--- config.mk ---
export PLATFORM = sky130hd
export DESIGN_NAME = mmss_slave
export DESIGN_NICKNAME = d
export VERILOG_FILES = /design/src/logic/mmss_pkg.sv /design/src/logic/mmss_slave.sv /design/src/logic/mmss_mem.sv
export SDC_FILE = /design/constraint.sdc
export NUM_CORES = 1
export LEC_CHECK = 0
export ABC_AREA = 0
export BUFFER_PORTS_ARGS = -buffer_cell sky130_fd_sc_hd__buf_2
export CAP_MARGIN = 20
export CORE_MARGIN = 3
export CORE_UTILIZATION = 30
export CTS_CLUSTER_DIAMETER = 50
export CTS_CLUSTER_SIZE = 8
export DETAILED_ROUTE_END_ITERATION = 6
export GPL_ROUTABILITY_DRIVEN = 0
export PLACE_DENSITY = 0.53
export SYNTH_ARGS = -nofsm -noshare
export SYNTH_HDL_FRONTEND = slang
export SYNTH_SLANG_ARGS = --single-unit
--- constraint.sdc ---
create_clock -name clk_sys_i -period 12.2 [get_ports clk_sys_i]
set_input_delay 2.44 -clock clk_sys_i [delete_from_list [all_inputs] [get_ports clk_sys_i]]
set_output_delay 2.44 -clock clk_sys_i [all_outputs]
set_load 0.1 [all_outputs]
--- src/logic/mmss_pkg.sv ---
// Constants, types and helpers shared by the Modbus serial slave files.
// Assumes one 125 MHz system clock and RTU framing on the serial line.
package mmss_pkg;

  // ****************************************************************
  // Timing
  // ****************************************************************
  localparam int CLK_HZ  = 125_000_000;
  localparam int GAP_US  = 1750;          // Line silence ending a frame
  localparam int GAP_CYC = CLK_HZ / 1_000_000 * GAP_US;
  localparam int GAP_W   = 18;

  // ****************************************************************
  // Character framing and configuration codes
  // ****************************************************************
  localparam logic [3:0] DATA_BITS  = 4'h8;
  localparam logic [3:0] FRAME_PER  = 4'ha;   // Start, data, one stop
  localparam logic [2:0] BAUD_9600  = 3'h0;
  localparam logic [2:0] BAUD_19200 = 3'h1;
  localparam logic [2:0] BAUD_38400 = 3'h2;
  localparam logic [2:0] BAUD_4800  = 3'h3;
  localparam logic [2:0] BAUD_2400  = 3'h4;
  localparam logic [2:0] BAUD_1200  = 3'h5;
  localparam logic [2:0] BAUD_MAX   = BAUD_1200;
  localparam logic [1:0] PAR_EVEN   = 2'h0;
  localparam logic [1:0] PAR_ODD    = 2'h1;
  localparam logic [1:0] PAR_NONE   = 2'h2;
  localparam logic [7:0] STN_MIN    = 8'h01;
  localparam logic [7:0] STN_MAX    = 8'hf7;

  typedef struct packed {
    logic [7:0] station;
    logic [2:0] baud;
    logic [1:0] parity;
  } mmss_cfg_s;

  localparam mmss_cfg_s CFG_RST = '{station: 8'h01, baud: BAUD_19200,
                                    parity: PAR_EVEN};

  // ****************************************************************
  // Local register port map (word indices) and status bits
  // ****************************************************************
  localparam logic [4:0] LA_STATION = 5'h00;
  localparam logic [4:0] LA_BAUD    = 5'h01;
  localparam logic [4:0] LA_PARITY  = 5'h02;
  localparam logic [4:0] LA_CMD     = 5'h03;
  localparam logic [4:0] LA_STATUS  = 5'h04;
  localparam int         LA_MEM_BIT = 4;      // Upper half is data memory
  localparam int ST_CMD_PEND   = 0;
  localparam int ST_MEM_FAULT  = 1;
  localparam int ST_CSUM_FAULT = 2;

  // ****************************************************************
  // Modbus side map, functions and exceptions
  // ****************************************************************
  localparam logic [15:0] MB_DATA_END = 16'h000f;
  localparam logic [15:0] MB_CMD      = 16'h1482;
  localparam logic [15:0] MB_STATION  = 16'h1965;
  localparam logic [15:0] MB_BAUD     = 16'h1966;
  localparam logic [15:0] MB_PARITY   = 16'h1967;
  localparam logic [15:0] MAX_READ    = 16'h0008;
  localparam logic [7:0]  FC_READ     = 8'h03;
  localparam logic [7:0]  FC_WRITE    = 8'h06;
  localparam logic [7:0]  EX_FLAG     = 8'h80;
  localparam logic [7:0]  EX_NONE     = 8'h00;
  localparam logic [7:0]  EX_FUNC     = 8'h01;
  localparam logic [7:0]  EX_ADDR     = 8'h02;
  localparam logic [7:0]  EX_VAL      = 8'h03;
  localparam logic [3:0]  CRC_LO_IDX  = 4'h6;
  localparam logic [3:0]  CRC_HI_IDX  = 4'h7;
  localparam logic [3:0]  REQ_BYTES   = 4'h8;
  localparam logic [15:0] CRC_INIT    = 16'hffff;
  localparam logic [15:0] CRC_POLY    = 16'ha001;

  typedef logic [16:0] mmss_div_t;
  typedef enum logic [1:0] {ACC_NONE, ACC_RO, ACC_WO, ACC_VIA_CMD} mmss_acc_e;

  typedef struct packed {
    logic [7:0]  station;
    logic [7:0]  func;
    logic [15:0] addr;
    logic [15:0] val;
  } mmss_req_s;

  function automatic mmss_div_t baud_div(input logic [2:0] code);
    unique case (code)
      BAUD_9600:  return mmss_div_t'(CLK_HZ / 9600);
      BAUD_38400: return mmss_div_t'(CLK_HZ / 38400);
      BAUD_4800:  return mmss_div_t'(CLK_HZ / 4800);
      BAUD_2400:  return mmss_div_t'(CLK_HZ / 2400);
      BAUD_1200:  return mmss_div_t'(CLK_HZ / 1200);
      default:    return mmss_div_t'(CLK_HZ / 19200);
    endcase
  endfunction

  function automatic mmss_acc_e access_of(input logic [15:0] a);
    if (a <= MB_DATA_END) return ACC_RO;
    if (a == MB_CMD) return ACC_WO;
    if (a >= MB_STATION && a <= MB_PARITY) return ACC_VIA_CMD;
    return ACC_NONE;
  endfunction

  function automatic logic [15:0] crc_step(input logic [15:0] c,
                                           input logic [7:0]  b);
    logic [15:0] r;
    r = c ^ {8'h00, b};
    for (int i = 0; i < 8; i++) begin
      r = r[0] ? ((r >> 1) ^ CRC_POLY) : (r >> 1);
    end
    return r;
  endfunction

endpackage

--- src/logic/mmss_slave.sv ---
// Modbus RTU serial slave: UART, request parser and answer generator.
// Assumes rx_i comes from an RS-485 receiver and tx_en_o keys the driver.
//
// Local design decisions: the register addresses and strobed register access.
`timescale 1ns/1ns
module mmss_slave
  import mmss_pkg::*;
#(
  parameter int GAP_CYC_P = mmss_pkg::GAP_CYC  // Frame-ending silence
) (
  input  wire logic        clk_sys_i,   // 125 MHz clock
  input  wire logic        rst_i,       // Asynchronous reset
  input  wire logic        rx_i,        // Serial receive pin
  output logic             tx_o,        // Serial transmit pin
  output logic             tx_en_o,     // Driver enable, high sending
  input  wire logic [4:0]  addr_i,      // Local word index
  input  wire logic [15:0] wdata_i,     // Local write data
  input  wire logic        we_i,        // Local write strobe
  input  wire logic        re_i,        // Local read strobe
  output logic      [15:0] rdata_o,     // Local read data
  input  wire logic        mem_err_i,   // Memory error detected
  input  wire logic        csum_err_i,  // Code checksum failed
  output logic             fault_mem_o, // Memory fault shown
  output logic             fault_csum_o,// Checksum fault shown
  output logic             cmd_pend_o   // Command awaits software
);
  import mmss_pkg::*;

  typedef enum {RX_IDLE, RX_START, RX_BITS, RX_STOP} mmss_rx_e;
  typedef enum {T_IDLE, T_FETCH, T_LOAD, T_WAIT} mmss_tx_e;

  mmss_cfg_s   cfg_q, cfg_d;
  mmss_div_t   div;
  logic        par_on;

  assign div    = baud_div(cfg_q.baud);
  assign par_on = (cfg_q.parity != PAR_NONE);

  // ****************************************************************
  // Receiver
  // ****************************************************************
  logic [2:0]  sync_q;
  logic        rx_lvl_q, rx_lvl_d;
  mmss_rx_e    rx_st_q, rx_st_d;
  mmss_div_t   rx_cnt_q, rx_cnt_d;
  logic [3:0]  rx_bit_q, rx_bit_d;
  logic [8:0]  rx_sh_q, rx_sh_d;
  logic        rx_vld_q, rx_vld_d, rx_bad_q, rx_bad_d;
  logic [7:0]  rx_byte;
  logic        rx_perr;

  assign rx_byte = par_on ? rx_sh_q[7:0] : rx_sh_q[8:1];
  assign rx_perr = par_on && ((^rx_sh_q) != (cfg_q.parity == PAR_ODD));

  always_comb begin
    rx_lvl_d = (sync_q[1] == sync_q[2]) ? sync_q[2] : rx_lvl_q;
    rx_st_d  = rx_st_q;
    rx_cnt_d = rx_cnt_q;
    rx_bit_d = rx_bit_q;
    rx_sh_d  = rx_sh_q;
    rx_vld_d = 1'b0;
    rx_bad_d = rx_bad_q;
    unique case (rx_st_q)
      RX_IDLE: if (!rx_lvl_q) begin
        rx_st_d  = RX_START;
        rx_cnt_d = div >> 1;
      end
      RX_START: if (rx_cnt_q == '0) begin
        rx_st_d  = rx_lvl_q ? RX_IDLE : RX_BITS;  // Ignore short glitches
        rx_cnt_d = div - 17'h1;
        rx_bit_d = DATA_BITS + {3'h0, par_on};
      end else begin
        rx_cnt_d = rx_cnt_q - 17'h1;
      end
      RX_BITS: if (rx_cnt_q == '0) begin
        rx_sh_d  = {rx_lvl_q, rx_sh_q[8:1]};
        rx_cnt_d = div - 17'h1;
        rx_bit_d = rx_bit_q - 4'h1;
        if (rx_bit_q == 4'h1) rx_st_d = RX_STOP;
      end else begin
        rx_cnt_d = rx_cnt_q - 17'h1;
      end
      RX_STOP: if (rx_cnt_q == '0) begin
        rx_vld_d = 1'b1;
        rx_bad_d = !rx_lvl_q || rx_perr;
        rx_st_d  = RX_IDLE;
      end else begin
        rx_cnt_d = rx_cnt_q - 17'h1;
      end
    endcase
  end

  always_ff @(posedge clk_sys_i or posedge rst_i) begin
    if (rst_i) begin
      sync_q   <= 3'h7;
      rx_lvl_q <= 1'b1;
      rx_st_q  <= RX_IDLE;
      rx_cnt_q <= '0;
      rx_bit_q <= 4'h0;
      rx_sh_q  <= 9'h000;
      rx_vld_q <= 1'b0;
      rx_bad_q <= 1'b0;
    end else begin
      sync_q   <= {sync_q[1:0], rx_i};
      rx_lvl_q <= rx_lvl_d;
      rx_st_q  <= rx_st_d;
      rx_cnt_q <= rx_cnt_d;
      rx_bit_q <= rx_bit_d;
      rx_sh_q  <= rx_sh_d;
      rx_vld_q <= rx_vld_d;
      rx_bad_q <= rx_bad_d;
    end
  end

  // ****************************************************************
  // Request parser
  // ****************************************************************
  mmss_req_s        req_q, req_d;
  logic [3:0]       p_idx_q, p_idx_d;
  logic [15:0]      crc_q, crc_d;
  logic             p_ok_q, p_ok_d, go_q, go_d;
  logic [GAP_W-1:0] gap_q, gap_d;
  mmss_tx_e         tx_st_q, tx_st_d;

  always_comb begin
    req_d   = req_q;
    p_idx_d = p_idx_q;
    crc_d   = crc_q;
    p_ok_d  = p_ok_q;
    gap_d   = gap_q;
    go_d    = 1'b0;
    if (rx_vld_q) begin
      gap_d = '0;
      if (p_idx_q < REQ_BYTES) p_idx_d = p_idx_q + 4'h1;
      if (rx_bad_q) p_ok_d = 1'b0;
      if (p_idx_q < CRC_LO_IDX) begin
        req_d = mmss_req_s'({req_q[39:0], rx_byte});
        crc_d = crc_step(crc_q, rx_byte);
      end else if (p_idx_q == CRC_LO_IDX) begin
        p_ok_d = p_ok_d && (rx_byte == crc_q[7:0]);
      end else if (p_idx_q == CRC_HI_IDX) begin
        // Busy answering: the request is dropped, the master retries
        go_d = p_ok_d && (rx_byte == crc_q[15:8]) &&
               (req_q.station == cfg_q.station) &&
               (tx_st_q == T_IDLE);
      end
    end else if (gap_q == GAP_W'(GAP_CYC_P - 1)) begin
      p_idx_d = 4'h0;
      crc_d   = CRC_INIT;
      p_ok_d  = 1'b1;
    end else begin
      gap_d = gap_q + 1'b1;
    end
  end

  always_ff @(posedge clk_sys_i or posedge rst_i) begin
    if (rst_i) begin
      req_q   <= '0;
      p_idx_q <= 4'h0;
      crc_q   <= CRC_INIT;
      p_ok_q  <= 1'b1;
      gap_q   <= '0;
      go_q    <= 1'b0;
    end else begin
      req_q   <= req_d;
      p_idx_q <= p_idx_d;
      crc_q   <= crc_d;
      p_ok_q  <= p_ok_d;
      gap_q   <= gap_d;
      go_q    <= go_d;
    end
  end

  // ****************************************************************
  // Answer generator and transmitter
  // ****************************************************************
  mmss_req_s   rsp_q, rsp_d;
  logic [7:0]  ex_q, ex_d, tb;
  logic [4:0]  idx_q, idx_d, off, rsp_len;
  logic [15:0] tcrc_q, tcrc_d, word_a, wordv, mem_b;
  logic        en_q, en_d, cmd_wr_q, cmd_wr_d, ut_go, ut_done;
  logic        tx_q, tx_d;
  mmss_div_t   ut_cnt_q, ut_cnt_d;
  logic [3:0]  ut_left_q, ut_left_d;
  logic [9:0]  ut_sh_q, ut_sh_d;
  mmss_acc_e   acc_f, acc_l;

  assign acc_f   = access_of(req_q.addr);
  assign acc_l   = access_of(req_q.addr + req_q.val - 16'h1);
  assign off     = idx_q - 5'h3;
  assign word_a  = rsp_q.addr + {12'h000, off[4:1]};
  assign rsp_len = (ex_q != EX_NONE) ? 5'h3 :
                   (rsp_q.func == FC_READ) ? 5'h3 + {rsp_q.val[3:0], 1'b0}
                                           : 5'h6;
  assign ut_done = (ut_left_q == 4'h1) && (ut_cnt_q == '0);

  // Words leave as raw 16-bit images, so every data type keeps its
  // encoding and a wide value spans its registers untouched
  always_comb begin
    unique case (word_a)
      MB_STATION: wordv = {8'h00, cfg_q.station};
      MB_BAUD:    wordv = {13'h0000, cfg_q.baud};
      MB_PARITY:  wordv = {14'h0000, cfg_q.parity};
      default:    wordv = mem_b;
    endcase
    tb = 8'h00;
    if (idx_q == rsp_len) begin
      tb = tcrc_q[7:0];
    end else if (idx_q == rsp_len + 5'h1) begin
      tb = tcrc_q[15:8];
    end else if (idx_q == 5'h0) begin
      tb = rsp_q.station;
    end else if (idx_q == 5'h1) begin
      tb = rsp_q.func | ((ex_q != EX_NONE) ? EX_FLAG : 8'h00);
    end else if (ex_q != EX_NONE) begin
      tb = ex_q;
    end else if (rsp_q.func == FC_READ) begin
      if (idx_q == 5'h2) tb = {rsp_q.val[6:0], 1'b0};
      else tb = off[0] ? wordv[7:0] : wordv[15:8];
    end else begin
      unique case (idx_q)
        5'h2:    tb = rsp_q.addr[15:8];
        5'h3:    tb = rsp_q.addr[7:0];
        5'h4:    tb = rsp_q.val[15:8];
        default: tb = rsp_q.val[7:0];
      endcase
    end
  end

  always_comb begin
    tx_st_d  = tx_st_q;
    rsp_d    = rsp_q;
    ex_d     = ex_q;
    idx_d    = idx_q;
    tcrc_d   = tcrc_q;
    en_d     = en_q;
    cmd_wr_d = 1'b0;
    ut_go    = 1'b0;
    unique case (tx_st_q)
      T_IDLE: if (go_q) begin
        rsp_d   = req_q;
        idx_d   = 5'h0;
        tcrc_d  = CRC_INIT;
        en_d    = 1'b1;
        tx_st_d = T_FETCH;
        ex_d    = EX_NONE;
        if (req_q.func == FC_READ) begin
          if (req_q.val == 16'h0 || req_q.val > MAX_READ) begin
            ex_d = EX_VAL;
          end else if (acc_f inside {ACC_NONE, ACC_WO} ||
                       acc_l inside {ACC_NONE, ACC_WO}) begin
            ex_d = EX_ADDR;
          end
        end else if (req_q.func == FC_WRITE) begin
          if (acc_f != ACC_WO) ex_d = EX_ADDR;
          else cmd_wr_d = 1'b1;
        end else begin
          ex_d = EX_FUNC;
        end
      end
      T_FETCH: tx_st_d = T_LOAD;  // Memory word lands next cycle
      T_LOAD: begin
        if (idx_q < rsp_len) tcrc_d = crc_step(tcrc_q, tb);
        ut_go   = 1'b1;
        tx_st_d = T_WAIT;
      end
      T_WAIT: if (ut_done) begin
        if (idx_q == rsp_len + 5'h1) begin
          tx_st_d = T_IDLE;
          en_d    = 1'b0;
        end else begin
          idx_d   = idx_q + 5'h1;
          tx_st_d = T_FETCH;
        end
      end
    endcase
    tx_d      = tx_q;
    ut_cnt_d  = ut_cnt_q;
    ut_left_d = ut_left_q;
    ut_sh_d   = ut_sh_q;
    if (ut_go) begin
      tx_d      = 1'b0;
      ut_cnt_d  = div - 17'h1;
      ut_left_d = FRAME_PER + {3'h0, par_on};
      ut_sh_d   = par_on ? {1'b1, (cfg_q.parity == PAR_ODD) ^ (^tb), tb}
                         : {2'h3, tb};
    end else if (ut_left_q != 4'h0) begin
      if (ut_cnt_q == '0) begin
        tx_d      = ut_sh_q[0];
        ut_sh_d   = {1'b1, ut_sh_q[9:1]};
        ut_left_d = ut_left_q - 4'h1;
        ut_cnt_d  = div - 17'h1;
      end else begin
        ut_cnt_d = ut_cnt_q - 17'h1;
      end
    end
  end

  always_ff @(posedge clk_sys_i or posedge rst_i) begin
    if (rst_i) begin
      tx_st_q   <= T_IDLE;
      rsp_q     <= '0;
      ex_q      <= EX_NONE;
      idx_q     <= 5'h0;
      tcrc_q    <= CRC_INIT;
      en_q      <= 1'b0;
      cmd_wr_q  <= 1'b0;
      tx_q      <= 1'b1;
      ut_cnt_q  <= '0;
      ut_left_q <= 4'h0;
      ut_sh_q   <= 10'h3ff;
    end else begin
      tx_st_q   <= tx_st_d;
      rsp_q     <= rsp_d;
      ex_q      <= ex_d;
      idx_q     <= idx_d;
      tcrc_q    <= tcrc_d;
      en_q      <= en_d;
      cmd_wr_q  <= cmd_wr_d;
      tx_q      <= tx_d;
      ut_cnt_q  <= ut_cnt_d;
      ut_left_q <= ut_left_d;
      ut_sh_q   <= ut_sh_d;
    end
  end

  // ****************************************************************
  // Local registers
  // ****************************************************************
  logic [15:0] cmd_q, cmd_d, alt;
  logic        pend_q, pend_d, fm_q, fm_d, fc_q, fc_d;

  always_comb begin
    cfg_d  = cfg_q;
    cmd_d  = cmd_q;
    pend_d = pend_q;
    fm_d   = fm_q | mem_err_i;
    fc_d   = fc_q | csum_err_i;
    if (we_i) begin
      unique case (addr_i)
        LA_STATION: if (wdata_i[15:8] == 8'h00 &&
                        wdata_i[7:0] >= STN_MIN &&
                        wdata_i[7:0] <= STN_MAX) begin
          cfg_d.station = wdata_i[7:0];
        end
        LA_BAUD: if (wdata_i <= {13'h0000, BAUD_MAX}) begin
          cfg_d.baud = wdata_i[2:0];
        end
        LA_PARITY: if (wdata_i <= {14'h0000, PAR_NONE}) begin
          cfg_d.parity = wdata_i[1:0];
        end
        LA_CMD:  pend_d = 1'b0;
        default: ;
      endcase
    end
    // A new command wins over a clear in the same cycle
    if (cmd_wr_q) begin
      cmd_d  = rsp_q.val;
      pend_d = 1'b1;
    end
    unique case (addr_i)
      LA_STATION: alt = {8'h00, cfg_q.station};
      LA_BAUD:    alt = {13'h0000, cfg_q.baud};
      LA_PARITY:  alt = {14'h0000, cfg_q.parity};
      LA_CMD:     alt = cmd_q;
      LA_STATUS:  alt = {13'h0000, fc_q, fm_q, pend_q};
      default:    alt = 16'h0000;
    endcase
  end

  always_ff @(posedge clk_sys_i or posedge rst_i) begin
    if (rst_i) begin
      cfg_q  <= CFG_RST;
      cmd_q  <= 16'h0000;
      pend_q <= 1'b0;
      fm_q   <= 1'b0;
      fc_q   <= 1'b0;
    end else begin
      cfg_q  <= cfg_d;
      cmd_q  <= cmd_d;
      pend_q <= pend_d;
      fm_q   <= fm_d;
      fc_q   <= fc_d;
    end
  end

  mmss_mem u_mem (
    .clk_sys_i (clk_sys_i),
    .rst_i     (rst_i),
    .we_i      (we_i && addr_i[LA_MEM_BIT]),
    .wa_i      (addr_i[3:0]),
    .wd_i      (wdata_i),
    .re_a_i    (re_i),
    .ra_a_i    (addr_i[3:0]),
    .alt_a_i   (!addr_i[LA_MEM_BIT]),
    .alt_i     (alt),
    .rd_a_o    (rdata_o),
    .ra_b_i    (word_a[3:0]),
    .rd_b_o    (mem_b)
  );

  assign tx_o         = tx_q;
  assign tx_en_o      = en_q;
  assign fault_mem_o  = fm_q;
  assign fault_csum_o = fc_q;
  assign cmd_pend_o   = pend_q;
endmodule

--- src/logic/mmss_mem.sv ---
// Sixteen-word data memory of the Modbus serial slave.
// Assumes one writer; both read ports return data from a register.
`timescale 1ns/1ns
module mmss_mem (
  input  wire logic        clk_sys_i,  // System clock
  input  wire logic        rst_i,      // Asynchronous reset
  input  wire logic        we_i,       // Write strobe
  input  wire logic [3:0]  wa_i,       // Write word index
  input  wire logic [15:0] wd_i,       // Write data
  input  wire logic        re_a_i,     // Port A read strobe
  input  wire logic [3:0]  ra_a_i,     // Port A word index
  input  wire logic        alt_a_i,    // Port A takes alt_i instead
  input  wire logic [15:0] alt_i,      // Port A bypass word
  output logic      [15:0] rd_a_o,     // Port A read data
  input  wire logic [3:0]  ra_b_i,     // Port B word index
  output logic      [15:0] rd_b_o      // Port B read data
);
  logic [15:0] mem_q [16];

  always_ff @(posedge clk_sys_i) begin
    if (we_i) begin
      mem_q[wa_i] <= wd_i;
    end
  end

  // Bypass lets the top return register words from this same flop
  always_ff @(posedge clk_sys_i or posedge rst_i) begin
    if (rst_i) begin
      rd_a_o <= 16'h0000;
      rd_b_o <= 16'h0000;
    end else begin
      if (re_a_i) begin
        rd_a_o <= alt_a_i ? alt_i : mem_q[ra_a_i];
      end
      rd_b_o <= mem_q[ra_b_i];
    end
  end
endmodule

* Word level (Yosys, flattened, before mapping)
Memory sizes are Yosys's and may differ from the RTL's. A register that Yosys moved wholly into a read port is not among the register bits. Cells that the tools add are included.
Word-level totals: flip-flop bits (word level) 347, RAM bits 256, input port bits 28, output and inout port bits 21, word-level logic and storage cells 344, memories 1
Memory list:
- u_mem.mem_q | depth 16, width 16, read ports 2, clocked after Yosys merged registers in 1, write ports 1, line mmss_mem.sv:18 | logic [15:0] mem_q [16];
Cells by class: add/sub/neg operators 16, $lt $le $gt $ge 14, equal/unequal tests 57, mux-type cells 135, bitwise operators 22, reductions and logical operators 60
Operators with widths (count):
- two-way mux 16 bit | 22
- one-hot mux 32 bit (4 select lines) | 2
- two-way mux 32 bit | 7
- equality test 32 x 2 -> 1 bit, second input constant | 4
- two-way mux 17 bit | 6
- zero test 32 bit | 3
- two-way mux 8 bit | 12
- one-hot mux 17 bit (5 select lines) | 1
- equality test 16 x 13 -> 1 bit, second input constant | 5
- one-hot mux 16 bit (5 select lines) | 1
- equality test 32 x 1 -> 1 bit, second input constant | 2
- one-hot mux 17 bit (3 select lines) | 1
- subtractor 17 x 1 -> 17 bit, second input constant | 3
- inverter 2 -> 3 bit | 16
- one-hot mux 16 bit (3 select lines) | 1
- two-way mux 1 bit | 42
- two-way mux 18 bit | 2
- zero test 17 bit | 2
- greater-or-equal comparator 16 x 13 -> 1 bit, second input constant | 2
- <= comparator 16 x 13 -> 1 bit, second input constant | 2
- <= comparator 16 x 4 -> 1 bit, second input constant | 2
- two-way mux 2 bit | 16
- two-way mux 4 bit | 8
- one-hot mux 16 bit (2 select lines) | 1
- 65 further kinds | 141

* Logic depth before layout (Yosys ltp)
word-level depth 31, depth in mapped cells 19, mapped depth without buffers 18

* Hierarchy
From an unflattened synthesis, not the netlist that was laid out.
Second synthesis, totals: cells, all modules 2431, area, all modules 29044.1 um^2
By module, submodules not included:
- mmss_slave | times used 1, cells each 1780, area an instance 16052.9 um^2, sequential area each 6667.6 um^2
- mmss_mem | times used 1, cells each 651, area an instance 12991.2 um^2, sequential area each 8488.1 um^2

* Worst setup path after synthesis
OpenSTA, ideal clock, no wires.
path type flip-flop to flip-flop, from register idx_q[0], to register tcrc_q[0], setup time 73 ps, data arrival time 5203 ps, required time 12127 ps, setup slack 6924 ps, stages on the path, launching flop included 19, buffers on the path 1, period minus slack after synthesis 5276 ps, cell sequence dfrtp_1 clkbuf_1 inv_1 ha_1 ha_1 fa_1 xnor2_2 a2111oi_4 o211ai_1 a2111o_1 a2111o_1 nor4b_1 or3_1 a32oi_2 xor2_1 xnor3_1 xnor2_2 xnor3_1 a21oi_1
Between the ends: cells in the longest elaborated chain, start to end 24, elaborated cells on any way between the ends 43, those cells by class add/sub: 2; order compare: 1; eq/ne: 10; mux: 20; bitwise: 8; reduce/logical: 2
RTL lines:
- from (decl) | line mmss_slave.sv:179 | logic [4:0] idx_q, idx_d, off, rsp_len;
- from (signal assigned) | line mmss_slave.sv:316 | idx_q <= idx_d;
- subtractor 5 x 2 -> 5 bit | line mmss_slave.sv:190 | assign off = idx_q - 5'h3;
- adder 16 x 4 -> 16 bit | line mmss_slave.sv:191 | assign word_a = rsp_q.addr + {12'h000, off[4:1]};
- equality test 16 x 13 -> 1 bit | line mmss_slave.sv:200 | unique case (word_a)
- one-hot mux 16 bit (3 select lines) | line mmss_slave.sv:200
- two-way mux 8 bit | line mmss_slave.sv:219 | else tb = off[0] ? wordv[7:0] : wordv[15:8];
- two-way mux 8 bit | line mmss_slave.sv:218 | if (idx_q == 5'h2) tb = {rsp_q.val[6:0], 1'b0};
- two-way mux 8 bit | line mmss_slave.sv:217 | end else if (rsp_q.func == FC_READ) begin
- two-way mux 8 bit | line mmss_slave.sv:215 | end else if (ex_q != EX_NONE) begin
- [... 2 more ...]
- two-way mux 8 bit | line mmss_slave.sv:209 | end else if (idx_q == rsp_len + 5'h1) begin
- two-way mux 8 bit | line mmss_slave.sv:207 | if (idx_q == rsp_len) begin
- bitwise XOR 16 x 8 -> 16 bit | line mmss_pkg.sv:106 | r = c ^ {8'h00, b};
- two-way mux 16 bit / inverter 2 -> 3 bit (equally long branches) (6 in series)
- inverter 2 -> 3 bit (no line) / two-way mux 16 bit (equally long branches)
- two-way mux 16 bit (2 in series) | line mmss_pkg.sv:108 | r = r[0] ? ((r >> 1) ^ CRC_POLY) : (r >> 1);
- two-way mux 16 bit | line mmss_slave.sv:263 | if (idx_q < rsp_len) tcrc_d = crc_step(tcrc_q, tb);
- one-hot mux 16 bit (2 select lines) | line mmss_slave.sv:239 | unique case (tx_st_q)
- to (signal assigned) | line mmss_slave.sv:317 | tcrc_q <= tcrc_d;
- to (decl) | line mmss_slave.sv:180 | logic [15:0] tcrc_q, tcrc_d, word_a, wordv, mem_b;
Several ways; a longest one is shown, not always the timed one. The select of a mux whose other input is x is not followed. A chain may end at the register's enable or synchronous reset.

* Worst setup path in the final report
Same ends and word-level chain as after synthesis.

==> results.toml <==
[sta]
layout_worst_path_cycle_share = 0.5255
rsz0062_at_grt = "false"
setup_viol = 0
slew_violations = 0
finalClockSkew_ns = 0.04960
fin_crit_ns = 6.412
fmax_mhz = 156.0
slew_headroom = 0.2889
hold_viol_final = 0
worst_pin_slew_ns = 1.059
whs_ns = 0.3538
finalSetupTns_ns = 0

[min_path]
hold_depth = 0
hp-class = "reg2reg"

[setup_path]
crit_cells = 18
worstPathArrival_ns = 6.96
critPathMaxFanout = 20
endpoint_kind = "flip-flop"
cp_cell_sequence = "inv_1 -> ha_1 -> ha_4 -> fa_4 -> xnor2_4 -> buf_4 -> a2111oi_4 -> o211ai_1 -> a2111o_1 -> a2111o_1 -> nor4b_1 -> or3_1 -> a32oi_2 -> xor2_1 -> xnor3_1 -> xnor2_2 -> xnor3_1 -> a21oi_1"
crit_path_top_delay_cell = "dfrtp_1"
crit_family = "compound AO/OA/AOI/OAI gates"
cp-start-kind = "flip-flop"
critPathBufInv = 2
crit_required_ns = 12.75
cpPeakStageDelay_ns = 0.78
r2r_cells = 18
path_class = "reg2reg"

[drt]
drc = 0
via_per_inst = 5.313
dr.pass1.iters = 6
drtIter0Drc = 1731
wl_per_cell_um = 21.60
vias = 19840
wl_um = 80650
ant_nets = 0

[global_route]
grt_max_degree = 183
grt_usage = 0.1619
grt_pass1_wl_um = 124700
antenna_found_initial = 4
grt_overflow = 0
grt_pass1_vias = 20090

[cells_and_area]
drive_above_1_share = 0.2005
nNetsFinal = 2507
area.sequential_sq_um = 15160
final_common_cell = "edfxtp_1"
finalCoreUtilization = 0.3518
mostFrequentLayoutCells = "edfxtp_1 (256), dfrtp_1 (247), nand2_1 (237)"
multiInputGateArea_sq_um = 12760
area_growth_pct = 15.29
fillers = 9217

[clock_network]
tritoncts = "built"
post_cts_buffers = 0
hold_buffers = 0
clk_latency_ns = 0.65
cts_root_buf = "clkbuf_16"
cts.sinks = 552
cts_resized = 0
clock_path_buffers = 3
numCtsBuffers = 85
clkTransAtPathRegs_ns = 0.05
cts_htree_levels = 3

[yosys]
ys_ff_latch = 552
synth-main-ff-cell = "edfxtp_1"
synth.distinct_cells = 85
synth-seq-area-share = 0.5274
synth_area_sq_um = 28740
yosys_warnings = 0
avgSynthCellArea_sq_um = 12.12
syn_nets = 2467
synth_edf_count = 256
synthCells = 2371
synthArstFlopShare = 0.5362

[place]
dpl.hpwl_um = 53590
port_buffers = 48

[outcome]
status = "complete, no violations"

[power_and_ir_drop]
p_leak_nw = 12.48
total_power_mw = 4.417
pwr_density_cell_nw_per_um2 = 133.3
irDropWorstVdd_v = 0.0001529

[floorplanning]
die_y_um = 315.5
die_w_um = 315.5
rows = 112
core_area_sq_um = 94170
io_pins = 49
die_area_sq_um = 99540
initial_core_util = 0.3052

[flow_run]
maxCapViolCount = 0
-- state kept, by name, indices dropped and copies added, names as in the netlist, 17 cells and up, named ones only --
register	cells
gap_q	18
req_q	48
rsp_q	48
rx_cnt_q	17
u_mem.mem_q	256
ut_cnt_q	17
-- path summary, 6_finish.rpt --
check | from | endpoint | slack (ns)
max in group asynchronous | rst_i | rx_sh_q[4] | 8.71
hold / removal | sync_q[0] | sync_q[1] | 0.35
hold reg to reg | sync_q[0] | sync_q[1] | 0.35
setup reg to reg | idx_q[0] | tcrc_q[0] | 5.79
min in group asynchronous | rst_i | req_q[20] | 1.95
setup / recovery | idx_q[0] | tcrc_q[0] | 5.79
-- routing by layer --
layer,GRT usage,routed length [um],vias to the layer above
met4,0.04368,1756,4
met3,0.03094,4841,137
li1,-,-,8919
met5,0,26,-
met1,0.2210,35410,10140
met2,0.2643,38620,640
-- layout make-up --
class                   instances  area share
clock buffers                 137     0.07160
inverters                     118     0.01360
repair buffers                 83     0.01624
flip-flops and latches        552      0.4575
well taps                    1254     0.04736
diodes                          1  0.00007553
clock inverters                18    0.008573
multi-input cells            1571      0.3851
-- cells by family (layout without fill, tap and decap cells) --
group | Yosys count | in the layout | synth area share
AND/OR/NAND/NOR | 648 | 648 | 0.1050
flip-flops | 552 | 552 | 0.5274
AO/OA/AOI/OAI | 473 | 473 | 0.1037
buffers and inverters | 248 | 356 | 0.03274
multiplexers | 242 | 242 | 0.1567
XOR/XNOR | 138 | 138 | 0.04354
adder cells (fa/ha/maj) | 70 | 70 | 0.03083
other | 0 | 1 | 0
-- through the flow --
step / instances / setup WS (ns) / area (sq um)
after floorplan: 2371 / 1.665 / 28740
after global placement: 3574 / 5.949 / 30420
after detailed placement: 3574 / 5.830 / 30420
after CTS: 3729 / 5.822 / 33080
after global routing: 3733 / 5.421 / 33130
final: 3734 / 5.788 / 33130
-- Yosys cell counts, drive strengths merged (23+ instances only) --
cell type  instances  area (sq um)
a21oi            115         575.6
a22oi             23         172.7
clkbuf           110         412.9
dfrtp            247          6181
dfstp             49          1287
edfxtp           256          7687
ha                66         825.8
inv              117         439.2
mux2              58         653.1
mux2i             24         240.2
mux4             160          3611
nand2            239         904.6
nand3             55         275.3
nor2             172         645.6
nor3              32         160.2
nor4              25         156.4
o21ai            162         810.8
xnor2             77         689.4
xor2              59         516.8
-- worst register-to-register path, cell delays in order (launching register included) --
cell	delay (ns)
dfrtp_1	0.78
inv_1	0.37
ha_1	0.44
ha_4	0.19
fa_4	0.48
xnor2_4	0.15
buf_4	0.28
a2111oi_4	0.23
o211ai_1	0.13
a2111o_1	0.51
a2111o_1	0.50
nor4b_1	0.22
or3_1	0.44
a32oi_2	0.24
xor2_1	0.25
xnor3_1	0.48
xnor2_2	0.26
xnor3_1	0.24
a21oi_1	0.17
-- report_power, final --
| group | internal (mW) | switching, mW |
|---|---|---|
| registers | 1.97 | 0.00989 |
| clock network | 1.36 | 0.891 |
| logic | 0.0493 | 0.129 |
Note: power is estimated with default switching activity, not from simulation.
